### src/logic/brc_pkg.sv
package brc_pkg;

  // ****************************************
  // Register layout
  // ****************************************
  localparam int          CFG_W      = 16;
  localparam int          ADDR_LSB   = 2;      // Address line carrying bit 0
  localparam int          B_RSEL     = 15;
  localparam int          B_XLAT_HI  = 14;
  localparam int          B_XLAT_LO  = 11;
  localparam int          B_YLAT     = 9;
  localparam int          B_RDY      = 8;
  localparam int          B_ORDER    = 7;
  localparam int          B_EDGE     = 6;
  localparam int          B_LATCH    = 3;
  localparam int          B_LEN_HI   = 2;
  localparam int          B_LEN_LO   = 0;
  localparam logic [15:0] RSV_MASK   = 16'h0430; // Bits ten, five, four
  // Asynchronous, no latch read, latency code 0011, continuous length
  localparam logic [15:0] CFG_RESET  = 16'h9807;

  // ****************************************
  // Field codes and timing
  // ****************************************
  localparam logic [3:0]  XL_13C     = 4'hB;
  localparam logic [3:0]  XL_15      = 4'hD;
  localparam logic [2:0]  LEN_1      = 3'h4;
  localparam logic [2:0]  LEN_2      = 3'h5;
  localparam logic [2:0]  LEN_4      = 3'h1;
  localparam logic [2:0]  LEN_8      = 3'h2;
  localparam logic [2:0]  LEN_CONT   = 3'h7;
  localparam logic [4:0]  WAIT_CYC   = 5'h01;  // Extra wait states on page cross
  localparam logic [2:0]  PAGE_X16   = 3'h3;   // Four words per page
  localparam logic [2:0]  PAGE_X32   = 3'h1;   // Two double-words per page

  typedef enum logic [1:0] {
    ST_IDLE = 2'b00,
    ST_LAT  = 2'b01,
    ST_DATA = 2'b11,
    ST_WAIT = 2'b10
  } brc_state_e;

  // First access cycles per code; zero marks a reserved code
  function automatic logic [4:0] brc_xlat_cycles(input logic [3:0] code);
    case (code)
      4'h2:    brc_xlat_cycles = 5'h07;
      4'h3:    brc_xlat_cycles = 5'h08;
      4'h4:    brc_xlat_cycles = 5'h09;
      4'h5:    brc_xlat_cycles = 5'h0A;
      4'h6:    brc_xlat_cycles = 5'h0B;
      4'h9:    brc_xlat_cycles = 5'h0C;
      4'hA:    brc_xlat_cycles = 5'h0D;
      4'hB:    brc_xlat_cycles = 5'h0D;
      4'hD:    brc_xlat_cycles = 5'h0F;
      default: brc_xlat_cycles = 5'h00;
    endcase
  endfunction : brc_xlat_cycles

  // Wrap mask per length code; continuous uses the full offset
  function automatic logic [2:0] brc_len_mask(input logic [2:0] code);
    case (code)
      LEN_2:   brc_len_mask = 3'h1;
      LEN_4:   brc_len_mask = 3'h3;
      LEN_8:   brc_len_mask = 3'h7;
      LEN_CONT: brc_len_mask = 3'h7;
      default: brc_len_mask = 3'h0;
    endcase
  endfunction : brc_len_mask

endpackage : brc_pkg

### src/logic/brc_order_if.sv
`timescale 1ns/1ns
interface brc_order_if;
  logic [2:0] start;
  logic [2:0] idx;
  logic [2:0] mask;
  logic       seq;
  logic       cont;
  logic [2:0] offset;

  modport gen (input start, input idx, input mask, input seq, input cont, output offset);
  modport seqr (output start, output idx, output mask, output seq, output cont, input offset);
endinterface : brc_order_if

### src/logic/brc_order_gen.sv
`timescale 1ns/1ns
module brc_order_gen (
  brc_order_if.gen bo
);

  // ****************************************
  // Burst offset from start and beat index
  // ****************************************
  // Interleaved order is invalid for continuous, so continuous always counts up
  always_comb begin
    if (bo.cont) begin
      bo.offset = 3'(bo.start + bo.idx);
    end else if (bo.seq) begin
      bo.offset = (bo.start & ~bo.mask) | (3'(bo.start + bo.idx) & bo.mask);
    end else begin
      bo.offset = bo.start ^ (bo.idx & bo.mask);
    end
  end

endmodule : brc_order_gen

### src/logic/brc_config.sv
`timescale 1ns/1ns
module brc_config (
  input  wire logic        clk_sys,
  input  wire logic        rst_b,
  input  wire logic        pwr_down_b,
  input  wire logic        bus_wide32,
  input  wire logic        cmd_cfg_we,
  input  wire logic [17:2] cmd_cfg_addr,
  input  wire logic        burst_start,
  input  wire logic [2:0]  burst_start_offset,
  input  wire logic        burst_advance,
  input  wire logic        burst_abort,
  output logic             cfg_rejected,
  output logic             cfg_read_async,
  output logic             cfg_latch_read,
  output logic             cfg_edge_rising,
  output logic             beat_valid,
  output logic [2:0]       beat_offset,
  output logic             data_ready
);

  // ****************************************
  // Pin synchronisers
  // ****************************************
  logic                  pd_meta;
  logic                  pd_sync;
  logic                  wide_meta;
  logic                  wide_sync;

  // Power-down and width pins are asynchronous to clk_sys
  always_ff @(posedge clk_sys) begin
    if (!rst_b) begin
      pd_meta   <= 1'b1;
      pd_sync   <= 1'b1;
      wide_meta <= 1'b0;
      wide_sync <= 1'b0;
    end else begin
      pd_meta   <= pwr_down_b;
      pd_sync   <= pd_meta;
      wide_meta <= bus_wide32;
      wide_sync <= wide_meta;
    end
  end

  // ****************************************
  // Configuration register
  // ****************************************
  logic [15:0]           cfg_q;
  logic [3:0]            wr_xcode;
  logic                  wr_ybit;
  logic                  cfg_ok;

  assign wr_xcode = cmd_cfg_addr[brc_pkg::B_XLAT_HI + brc_pkg::ADDR_LSB :
                                 brc_pkg::B_XLAT_LO + brc_pkg::ADDR_LSB];
  assign wr_ybit  = cmd_cfg_addr[brc_pkg::B_YLAT + brc_pkg::ADDR_LSB];

  assign cfg_ok = (brc_pkg::brc_xlat_cycles(wr_xcode) != 5'h00)
                && (brc_pkg::brc_len_mask(cmd_cfg_addr[4:2]) != 3'h0
                    || cmd_cfg_addr[4:2] == brc_pkg::LEN_1)
                && !(wr_ybit && (wr_xcode == brc_pkg::XL_13C
                                 || wr_xcode == brc_pkg::XL_15));

  // reset values
  // Rejecting the whole write keeps a half-valid setting from ever running
  always_ff @(posedge clk_sys) begin
    if (!rst_b || !pd_sync) begin
      cfg_q <= brc_pkg::CFG_RESET;
    end else if (cmd_cfg_we && cfg_ok) begin
      cfg_q <= cmd_cfg_addr & ~brc_pkg::RSV_MASK;
    end
  end

  // One-cycle flag for a refused write
  always_ff @(posedge clk_sys) begin
    if (!rst_b) begin
      cfg_rejected <= 1'b0;
    end else begin
      cfg_rejected <= cmd_cfg_we && !cfg_ok;
    end
  end

  assign cfg_read_async  = cfg_q[brc_pkg::B_RSEL];
  assign cfg_latch_read  = cfg_q[brc_pkg::B_LATCH];
  assign cfg_edge_rising = cfg_q[brc_pkg::B_EDGE];

  // ****************************************
  // Field decode
  // ****************************************
  logic [3:0]            xcode;
  logic [4:0]            xlat;
  logic                  y2;
  logic [2:0]            len_code;
  logic                  cont;
  logic [2:0]            page_mask;

  assign xcode     = cfg_q[brc_pkg::B_XLAT_HI:brc_pkg::B_XLAT_LO];
  assign xlat      = brc_pkg::brc_xlat_cycles(xcode);
  assign y2        = cfg_q[brc_pkg::B_YLAT] || xcode == brc_pkg::XL_13C
                     || xcode == brc_pkg::XL_15;
  assign len_code  = cfg_q[brc_pkg::B_LEN_HI:brc_pkg::B_LEN_LO];
  assign cont      = len_code == brc_pkg::LEN_CONT;
  assign page_mask = wide_sync ? brc_pkg::PAGE_X32 : brc_pkg::PAGE_X16;

  // ****************************************
  // Burst sequencer
  // ****************************************
  brc_pkg::brc_state_e   state;
  logic [4:0]            cnt;
  logic [2:0]            idx;
  logic [2:0]            start_q;
  logic                  y_phase;
  logic                  wait_pend;
  logic                  step;
  logic                  cross_pg;
  logic                  start_ok;
  logic [2:0]            next_idx;

  brc_order_if bo_if ();

  brc_order_gen u_gen (
    .bo (bo_if.gen)
  );

  assign bo_if.start = start_q;
  assign bo_if.idx   = idx;
  assign bo_if.mask  = brc_pkg::brc_len_mask(len_code);
  assign bo_if.seq   = cfg_q[brc_pkg::B_ORDER];
  assign bo_if.cont  = cont;

  assign start_ok = burst_start && !cfg_q[brc_pkg::B_RSEL];
  // second cycle of a two-cycle beat holds the data
  assign step     = state == brc_pkg::ST_DATA && burst_advance && (!y2 || y_phase);
  assign next_idx = 3'(idx + 3'h1);
  assign cross_pg = step && wait_pend
                    && ((3'(start_q + next_idx) & page_mask) == 3'h0);

  // State, counters and beat index
  always_ff @(posedge clk_sys) begin
    if (!rst_b || !pd_sync || burst_abort) begin
      state     <= brc_pkg::ST_IDLE;
      cnt       <= 5'h00;
      idx       <= 3'h0;
      start_q   <= 3'h0;
      y_phase   <= 1'b0;
      wait_pend <= 1'b0;
    end else if (start_ok) begin
      state     <= brc_pkg::ST_LAT;
      cnt       <= xlat;
      idx       <= 3'h0;
      start_q   <= burst_start_offset;
      y_phase   <= 1'b0;
      wait_pend <= cont && ((burst_start_offset & page_mask) != 3'h0);
    end else begin
      unique case (state)
        brc_pkg::ST_IDLE: begin
          cnt <= 5'h00;
        end
        brc_pkg::ST_LAT: begin
          cnt <= 5'(cnt - 5'h01);
          // Output flops add one cycle, so leave one early
          if (cnt == 5'h02) begin
            state <= brc_pkg::ST_DATA;
          end
        end
        brc_pkg::ST_DATA: begin
          if (burst_advance) begin
            y_phase <= y2 && !y_phase;
          end
          if (step) begin
            idx <= next_idx;
          end
          if (cross_pg) begin
            state     <= brc_pkg::ST_WAIT;
            cnt       <= brc_pkg::WAIT_CYC;
            wait_pend <= 1'b0;
          end
        end
        brc_pkg::ST_WAIT: begin
          cnt <= 5'(cnt - 5'h01);
          if (cnt == 5'h01) begin
            state <= brc_pkg::ST_DATA;
          end
        end
      endcase
    end
  end

  // ****************************************
  // Output flops
  // ****************************************
  // ready timing select
  // Early mode looks at the page crossing one cycle ahead of the wait
  always_ff @(posedge clk_sys) begin
    if (!rst_b || !pd_sync || burst_abort) begin
      beat_valid  <= 1'b0;
      beat_offset <= 3'h0;
      data_ready  <= 1'b0;
    end else begin
      beat_valid  <= state == brc_pkg::ST_DATA;
      beat_offset <= bo_if.offset;
      data_ready  <= state == brc_pkg::ST_DATA
                     && !(cfg_q[brc_pkg::B_RDY] && cross_pg);
    end
  end
endmodule : brc_config

### config.mk
export PLATFORM = sky130hd
export DESIGN_NAME = brc_config
export DESIGN_NICKNAME = d
export VERILOG_FILES = /design/src/logic/brc_pkg.sv /design/src/logic/brc_order_if.sv /design/src/logic/brc_order_gen.sv /design/src/logic/brc_config.sv
export SDC_FILE = /design/constraint.sdc
export NUM_CORES = 1
export LEC_CHECK = 0
export BUFFER_PORTS_ARGS = -buffer_cell sky130_fd_sc_hd__buf_2
export CAP_MARGIN = 20
export CORE_UTILIZATION = 35
export CTS_CLUSTER_SIZE = 20
export DETAILED_ROUTE_END_ITERATION = 7
export GPL_TIMING_DRIVEN = 0
export SLEW_MARGIN = 20
export SYNTH_ARGS = -nofsm -noshare
export SYNTH_HDL_FRONTEND = slang
export SYNTH_HIERARCHICAL = 1
export SYNTH_SLANG_ARGS = --single-unit
### constraint.sdc
create_clock -name clk_sys -period 3 [get_ports clk_sys]
set_input_delay 0.15 -clock clk_sys [delete_from_list [all_inputs] [get_ports clk_sys]]
set_output_delay 0.15 -clock clk_sys [all_outputs]
set_load 0.005 [all_outputs]
==> flow_summary.json, run 1 <==
{
  "final_nets": 350,
  "layout_common_cells": "dfxtp_1 (42), buf_2 (31), nand2_1 (30)",
  "crit_chain": "buf_2 -> inv_1 -> ha_1 -> and4bb_1 -> o221a_1 -> and4bb_4 -> buf_12 -> mux2i_1 -> nand2_1 -> ha_1 -> mux2i_1 -> nand3b_1 -> a21oi_1 -> a21oi_1",
  "final_common_cell": "dfxtp_1",
  "drcViolationCount": 3,
  "hold_path_depth": 2,
  "globalRouteMet3Util_pct": 2.85,
  "synth-edff-count": 0,
  "finalMaxSlewViolations": 0,
  "outcome": "finished with violations",
  "core-area_sq_mm": 0.00649,
  "min_path_type": "primary input to register",
  "whs_ns": 0.0244,
  "synth_top_area_share_pct": 35.1,
  "clk_pin_slew_ns": 0.08,
  "h-tree-depth": 2,
  "synth-main-ff-cell": "dfxtp_1",
  "grt_pass1_wl_microns": 8520,
  "critPathArrivalTime_ns": 2.70,
  "ctsResizeCount": 0,
  "fin_skew_ns": 0.00595,
  "area_growth_pct": 14.2,
  "layout_worst_path_cycle_share_pct": 83.7,
  "synthCells": 263,
  "start_kind": "primary input",
  "ys_types": 49,
  "synthArstFlopShare_pct": 0,
  "synth_largest_area_cell": "dfxtp_1",
  "syn_nets": 312,
  "tns_ns": 0,
  "cp_slowest_stage_delay_ns": 0.34,
  "relSlewSlack_pct": 66.5,
  "num-fill-cells": 659,
  "hold_viol": 0,
  "period_minus_slack_ns": 2.51,
  "p_leak_uw": 0.00114,
  "rsz0062_at_grt": "no",
  "die_w_microns": 84.8,
  "via_per_inst": 4.99,
  "port_buffers": 31,
  "firstDrtPassIters": 6,
  "start_util_pct": 36.9,
  "multi_input_area_sq_mm": 0.00144,
  "cts_tree": "built",
  "antenna_found_initial": 0,
  "die_h_microns": 84.8,
  "critPathKind": "primary input to register",
  "wl_microns": 4800,
  "cp_max_fo": 10,
  "vias": 1893,
  "seqCellArea_sq_um": 841,
  "synthTopCellsByArea": "dfxtp_1 (35%), ha_1 (11%), mux2i_1 (7.1%)",
  "antenna_cells": 0,
  "synth-seq-area-share_pct": 35.1,
  "required_ns": 3.19,
  "fmax_mhz": 398,
  "grt_pass1_vias": 1784,
  "io_pins": 36,
  "post-dp-hpwl_microns": 3600,
  "synth_warnings": 6,
  "antenna_left": 0,
  "grt_max_degree": 15,
  "clk_latency_ns": 0.30,
  "hold_buffers": 0,
  "wl_per_cell_microns": 12.7,
  "ir_drop_mv": 0.163,
  "dieArea_sq_mm": 0.00718,
  "cts.sinks": 42,
  "cts_setup_buffers": 0,
  "drt_iter0_markers": 74,
  "track_usage_pct": 14.8,
  "setup_viol": 0,
  "syn_area_sq_mm": 0.00240,
  "numCtsBuffers": 5,
  "tightest_slew_ns": 0.502,
  "violations": "DRC",
  "synth.avg_cell_area_sq_um": 9.12,
  "gp_congestion": 0.784,
  "synth-seq-cells": 42,
  "rows": 29,
  "cts_buffer_depth": 2,
  "end_kind": "register",
  "r2r.worst_path.cells": 7,
  "crit_slowest_cell": "and4bb_4",
  "final_util_pct": 42.2,
  "powerDensity_mw_per_mm2": 409,
  "grtUsageMet2_pct": 24.4,
  "layout-drive-gt1-share_pct": 16.6,
  "met1_usage_pct": 19.8,
  "busiest_layer": "met2",
  "cap_violations": 0,
  "grt_overflow": 0,
  "cts_root_buf": "clkbuf_8",
  "p_total_uw": 1120
}
## path summary, 6_finish.rpt
check / slack [ns] / start / to
max reg2reg: 0.70 / bo_if.idx[0] / cnt[3]
min: 0.02 / pwr_down_b / pd_meta
max: 0.49 / cmd_cfg_addr[13] / xlat[0]
min reg2reg: 0.41 / pd_meta / pd_sync
## final cells by class
type                    count  area share [%]
multi-input cells         197            52.4
flip-flops and latches     42            30.7
repair buffers             31            5.66
well taps                  77            3.52
clock buffers               5            2.51
plain buffers               8            2.24
inverters                  16            2.19
clock inverters             3           0.777
## worst max-delay path, delay by kind of cell
family                     cells  cell delay (ns)
AOI/OAI and AO/OA              3             0.45
buffers and inverters          3             0.41
and+or+nand+nor                4             0.78
adders and majority gates      2             0.56
muxes                          2             0.36
## synthesized netlist by cell type (5+ instances only)
cell,count
inv_1,16
o21ai_0,5
a21oi_1,20
nand2b_1,14
ha_1,21
nand2_1,30
nor2_1,18
clkbuf_1,5
dfxtp_1,42
nand3_1,5
and2_1,6
mux2i_1,17
## metal layers
| metal | wire length, microns | up-vias |
|---|---|---|
| li1 | - | 997 |
| met1 | 2400 | 867 |
| met2 | 2240 | 27 |
| met3 | 147 | 2 |
| met4 | 13 | 0 |
| met5 | 0 | - |
## stage by stage
| stage | instance area [sq um] | worst slack, ns | instances |
|---|---|---|---|
| after detailed placement | 2650 | 0.175 | 371 |
| after global placement | 2650 | 0.219 | 371 |
| final | 2740 | 0.490 | 379 |
| after global routing | 2740 | 0.316 | 379 |
| after floorplan | 2400 | 0.625 | 263 |
| after CTS | 2740 | 0.485 | 379 |
## flip-flops by register name, summed over array words and instances, names as in the netlist
register,cells
beat_offset,3
beat_valid,1
bo_if.idx,3
bo_if.start,3
cfg_q,13
cfg_rejected,1
cnt,5
data_ready,1
pd_meta,1
pd_sync,1
state,2
wait_pend,1
wide_meta,1
wide_sync,1
xlat,4
y_phase,1
## cell families (layout without fill, tap and decap cells)
kind of cell	count (synthesis)	count (layout)	share of synthesized area [%]
and+or+nand+nor	96	96	21.4
AOI/OAI and AO/OA	52	52	14.6
DFF	42	42	35.1
buffers and inverters	24	63	5.06
adders and majority gates	22	22	11.8
muxes	19	19	8.51
xor gates and xnor gates	8	8	3.55
## power by group
group	internal, uW	total, uW	switching (uW)
clock network	164	368	205
registers	578	592	14.1
logic	75.9	161	85.3
Power figures use the tool's default switching activity.
==> inputs of run 2 (changes only) <==
--- a/config.mk
+++ b/config.mk
@@ -5,6 +5,7 @@
 export SDC_FILE = /design/constraint.sdc
 export NUM_CORES = 1
 export LEC_CHECK = 0
+export ABC_AREA = 1
 export BUFFER_PORTS_ARGS = -buffer_cell sky130_fd_sc_hd__buf_2
 export CAP_MARGIN = 20
 export CORE_UTILIZATION = 35
==> constraint.sdc (replaced) <==
create_clock -name clk_sys -period 2.1 [get_ports clk_sys]
set_input_delay 0.105 -clock clk_sys [delete_from_list [all_inputs] [get_ports clk_sys]]
set_output_delay 0.105 -clock clk_sys [all_outputs]
set_load 0.005 [all_outputs]
==> run 2 against run 1 <==
  * The flow now finishes without violations
  * Die area rose by 1.1%
  * Hold slack improved by 0.0078 ns
  * Clock skew is essentially flat
  * Setup slack lost 0.22 ns
  * Largest cell class unchanged
==> flow_summary.json, run 2 <==
{
  "synthArstFlopShare_pct": 0,
  "outcome": "finished clean",
  "r2r.worst_path.cells": 12,
  "hold_path_depth": 3,
  "cap_violations": 0,
  "cp_max_fo": 8,
  "firstDrtPassIters": 4,
  "start_kind": "register",
  "h-tree-depth": 2,
  "synth_common_cells": "nand2_1 (85), inv_1 (51), dfxtp_1 (42), nor2_1 (26), nand3_1 (24)",
  "fmax_mhz": 547,
  "finalMaxSlewViolations": 0,
  "final_common_cell": "nand2_1",
  "cpMostUsedCell": "nand2_1",
  "grt_pass1_wl_microns": 8930,
  "required_ns": 2.26,
  "synth-main-ff-cell": "dfxtp_1",
  "final_area_sq_mm": 0.00281,
  "ys_types": 34,
  "synth_top_area_share_pct": 34.7,
  "crit_chain": "ha_1 -> inv_1 -> nand2_1 -> nand2_1 -> xor2_1 -> nor2_1 -> nor2_1 -> nand2_2 -> nand2_1 -> nand2_1 -> a21oi_1 -> nor2_1",
  "vias": 2165,
  "syn_area_sq_mm": 0.00242,
  "final_util_pct": 43.0,
  "start_util_pct": 37.1,
  "grt_max_degree": 13,
  "place_area_sq_mm": 0.00268,
  "synth-edff-count": 0,
  "grt_overflow": 0,
  "drcViolationCount": 0,
  "via_per_inst": 4.71,
  "port_buffers": 32,
  "largest_reg_flops": 13,
  "synth-seq-area-share_pct": 34.7,
  "layout_common_cells": "nand2_1 (84), inv_1 (51), dfxtp_1 (42)",
  "rows": 29,
  "dieArea_sq_mm": 0.00726,
  "synth-seq-cells": 42,
  "synth.most_common_cell": "nand2_1",
  "layout-drive-gt1-share_pct": 16.4,
  "synth_largest_area_cell": "dfxtp_1",
  "gp_congestion": 0.817,
  "die_h_microns": 85.2,
  "post-dp-hpwl_microns": 3870,
  "tns_ns": 0,
  "critPathArrivalTime_ns": 1.99,
  "wl_microns": 4990,
  "wl_per_cell_microns": 10.9,
  "rsz0062_at_grt": "no",
  "area_growth_pct": 16.0,
  "hold_viol": 0,
  "relSlewSlack_pct": 67.4,
  "drt_iter0_markers": 87,
  "top_register": "cfg_q",
  "antenna_found_initial": 0,
  "clk_pin_slew_ns": 0.08,
  "cts.sinks": 42,
  "tightest_slew_ns": 0.490,
  "synth.avg_cell_area_sq_um": 7.11,
  "antenna_cells": 0,
  "crit_slowest_cell": "dfxtp_1",
  "fin_skew_ns": 0.00598,
  "synth_warnings": 6,
  "end_kind": "register",
  "cts_buffer_depth": 2,
  "track_usage_pct": 15.2,
  "cp_slowest_stage_delay_ns": 0.43,
  "cts_root_buf": "clkbuf_8",
  "synthTopCellsByArea": "dfxtp_1 (35%), nand2_1 (13%), ha_1 (11%)",
  "syn_nets": 390,
  "p_leak_uw": 0.00135,
  "critPathKind": "register to register",
  "clk_latency_ns": 0.29,
  "antenna_left": 0,
  "layout_worst_path_cycle_share_pct": 87.1,
  "setup_viol": 0,
  "num-fill-cells": 721,
  "min_path_type": "primary input to register",
  "period_minus_slack_ns": 1.83,
  "powerDensity_mw_per_mm2": 621,
  "final_nets": 431,
  "cts_tree": "built",
  "die_w_microns": 85.2,
  "numCtsBuffers": 5,
  "io_pins": 36,
  "synthCells": 341,
  "ir_drop_mv": 0.222,
  "cts_setup_buffers": 0,
  "grt_pass1_vias": 2115,
  "core-area_sq_mm": 0.00653
}
==> run 2: repair_timing <==
action	CTS	global route
endpoints found under the hold margin	2	0
setup endpoints to repair	0	3
resized for setup	0	3
hold buffers	2	0
==> run 2: cell type report <==
type | instances | area, sq um | area share [%]
multi-input cells | 236 | 1350 | 47.9
flip-flops and latches | 42 | 841 | 29.9
inverters | 58 | 218 | 7.75
repair buffers | 34 | 180 | 6.41
well taps | 77 | 96.3 | 3.43
clock buffers | 7 | 76.3 | 2.72
clock inverters | 1 | 30.0 | 1.07
plain buffers | 5 | 22.5 | 0.801
==> run 2: worst paths after layout <==
kind | from | to | slack [ns]
setup / recovery | bo_if.idx[0] | state[0] | 0.27
hold / removal | burst_start_offset[2] | bo_if.start[2] | 0.03
setup reg to reg | bo_if.idx[0] | state[0] | 0.27
hold reg to reg | wide_meta | wide_sync | 0.43
==> run 2: logic make-up (layout without fill, tap and decap cells) <==
logic type	after synthesis	after routing	share of synthesized area, %
mux	2	2	0.929
fa+ha+maj	22	22	11.7
simple gates	167	167	31.6
compound gates	40	40	9.40
xor+xnor	5	5	1.81
flops	42	42	34.7
buf+inv	63	105	9.86
==> run 2: worst max-delay path, delay by kind of cell (launching register included) <==
| family | cells | cell delay, ns |
|---|---|---|
| AND/OR/NAND/NOR | 8 | 0.62 |
| flip-flops | 1 | 0.43 |
| adder cells (fa/ha/maj) | 1 | 0.27 |
| XOR/XNOR | 1 | 0.16 |
| AO/OA/AOI/OAI | 1 | 0.13 |
| buffers and inverters | 1 | 0.08 |
==> run 2: stage by stage <==
stage | power, uW | hold slack, ns | worst slack (ns) | cells
global placement | 1140 | 0.291 | 0.0470 | 450
detailed placement | 1140 | 0.297 | 0.0273 | 450
CTS | 1770 | 0.0238 | 0.157 | 460
finish | 1740 | 0.0322 | 0.271 | 460
global route | 1850 | 0.0390 | 0.0240 | 460
floorplan | 1060 | 0.198 | 0.450 | 341
==> run 2: metal layers <==
metal | GRT usage [%] | wire length (microns) | vias up
li1 | - | - | 1168
met1 | 18.7 | 2480 | 960
met2 | 25.7 | 2270 | 30
met3 | 2.82 | 132 | 7
met4 | 7.40 | 102 | 0
met5 | 0 | 0 | -
==> run 2: report_power, final <==
group	total [uW]	internal [uW]	switching, uW
Sequential	851	833	18.5
Clock	621	356	266
Combinational	272	101	171
Total	1740	1290	455
==> inputs of run 3 (changes only) <==
--- a/config.mk
+++ b/config.mk
@@ -5,7 +5,7 @@
 export SDC_FILE = /design/constraint.sdc
 export NUM_CORES = 1
 export LEC_CHECK = 0
-export ABC_AREA = 1
+export ABC_AREA = 0
 export BUFFER_PORTS_ARGS = -buffer_cell sky130_fd_sc_hd__buf_2
 export CAP_MARGIN = 20
 export CORE_UTILIZATION = 35
==> run 3 against run 2 <==
  * Wire length is 2.9% higher
  * Register-to-register slack worse by 0.20 ns
  * Largest power group unchanged
  * Via count is 8.0% lower
  * Critical path type is now primary input to register
==> flow_summary.json, run 3 (synthesized netlist as in run 1, its figures left out) <==
{
  "outcome": "finished clean",
  "final_nets": 359,
  "cp_max_fo": 7,
  "io_pins": 36,
  "clk_latency_ns": 0.30,
  "dieArea_sq_mm": 0.00718,
  "via_per_inst": 5.13,
  "die_w_microns": 84.8,
  "finalMaxSlewViolations": 0,
  "grt_pass1_wl_microns": 8450,
  "relSlewSlack_pct": 65.4,
  "tightest_slew_ns": 0.519,
  "final_util_pct": 45.4,
  "cts_buffer_depth": 2,
  "min_path_type": "primary input to register",
  "rsz0062_at_grt": "yes",
  "wl_per_cell_microns": 13.2,
  "numCtsBuffers": 5,
  "wl_microns": 5140,
  "grt_max_degree": 15,
  "reg2reg_to": "cnt[3]",
  "core-area_sq_mm": 0.00649,
  "cp_slowest_stage_delay_ns": 0.39,
  "top_register": "cfg_q",
  "p_leak_uw": 0.00121,
  "path_delay_family": "simple AND/OR/NAND/NOR gates",
  "cp-startpoint": "cmd_cfg_addr[13]",
  "layout-drive-gt1-share_pct": 24.8,
  "dp_cells": 371,
  "cap_violations": 0,
  "largest_reg_flops": 13,
  "track_usage_pct": 14.7,
  "drt_iter0_markers": 81,
  "cts.sinks": 42,
  "layout_common_cells": "dfxtp_1 (40), buf_2 (29), nand2_1 (28)",
  "rows": 29,
  "start_util_pct": 36.9,
  "antenna_cells": 0,
  "final_common_cell": "dfxtp_1",
  "cpMostUsedCell": "ha_4",
  "crit_path_end": "xlat[0]",
  "period_minus_slack_ns": 2.06,
  "crit_chain": "buf_12 -> inv_12 -> ha_4 -> and4bb_1 -> o221a_1 -> and4bb_4 -> mux2i_4 -> nand2_4 -> ha_4 -> mux2i_1 -> nand3b_1 -> a21oi_2 -> a21oi_1",
  "fmax_mhz": 485,
  "cts_tree": "built",
  "whs_ns": 0.00861,
  "clk_pin_slew_ns": 0.09,
  "post-dp-hpwl_microns": 3670,
  "port_buffers": 31,
  "antenna_left": 0,
  "area_growth_pct": 23.0,
  "required_ns": 2.29,
  "grt_overflow": 0,
  "rr_startpoint": "bo_if.idx[0]",
  "crit_slowest_cell": "and4bb_4",
  "firstDrtPassIters": 6,
  "reg2reg_slack_ns": 0.07,
  "grt_pass1_vias": 1784,
  "start_kind": "primary input",
  "h-tree-depth": 2,
  "ir_drop_mv": 0.224,
  "path_depth": 13,
  "cts_root_buf": "clkbuf_8",
  "fin_cells": 388,
  "r2r.worst_path.cells": 7,
  "critPathKind": "primary input to register",
  "critPathArrivalTime_ns": 2.25,
  "fin_skew_ns": 0.00700,
  "powerDensity_mw_per_mm2": 561,
  "layout_worst_path_cycle_share_pct": 98.2,
  "setup_viol": 0,
  "vias": 1992,
  "drcViolationCount": 0,
  "end_kind": "register",
  "die_h_microns": 84.8,
  "p_total_uw": 1650,
  "cp_num_buf_inv": 2,
  "gp_congestion": 0.766,
  "hold_viol": 0,
  "antenna_found_initial": 0
}
-- run 3: changes by cell type in the layout (fill, tap and decap cells not counted), moves of 8 or more --
cell,change
nand2_1,-56
inv_1,-38
nand4_1,-9
nand2b_1,+14
nor2_1,-8
mux2i_1,+14
buf_4,+9
nand3_1,-20
-- run 3: layer usage --
metal	GRT usage (%)	part of all wire [%]	routed length, microns
met1	19.2	47	2440
met2	24.8	47	2420
met3	3.34	4.0	208
met4	3.39	1.3	66
met5	0	0	0
-- run 3: worst min path at each step --
| stage | from | end | slack [ns] | cells past startpoint |
|---|---|---|---|---|
| after detailed placement | pwr_down_b | pd_meta | 0.29 | 2 |
| after floorplan | rst_b | pd_meta | 0.18 | 1 |
| after global routing | bus_wide32 | wide_meta | 0.01 | 2 |
| after CTS | bus_wide32 | wide_meta | 0.0009 | 2 |
| final | bus_wide32 | wide_meta | 0.009 | 2 |
| after global placement | pwr_down_b | pd_meta | 0.29 | 2 |
-- run 3: power breakdown --
part / internal (uW) / switching [uW] / leakage, uW
sequential: 826 / 20.6 / 0.000343
clock: 234 / 302 / 0.0000441
combinational: 132 / 140 / 0.000821
-- run 3: per-stage QoR --
step / setup TNS [ns] / worst slack (ns) / instance area, sq um
floorplan: -0.204 / -0.134 / 2430
global placement: -2.43 / -0.587 / 2680
detailed placement: -2.78 / -0.623 / 2680
CTS: -0.0421 / -0.0421 / 2840
global route: -0.0280 / -0.0185 / 2950
finish: 0 / 0.0377 / 2950
-- run 3: timing repair --
action	CTS	global route
resized for setup	10	18
endpoints found under the hold margin	1	0
pin swaps	3	4
setup endpoints to repair	9	9
setup buffers	3	6
hold buffers	1	0
-- run 3: layout make-up --
cell class | count | area [sq um]
clock inverter | 3 | 21.3
tap | 77 | 96.3
buffer | 7 | 42.5
clock buffer | 5 | 68.8
multi-input combinational | 197 | 1540
timing repair buffer | 41 | 263
inverter | 16 | 77.6
fill | 649 | 3550
sequential | 42 | 843
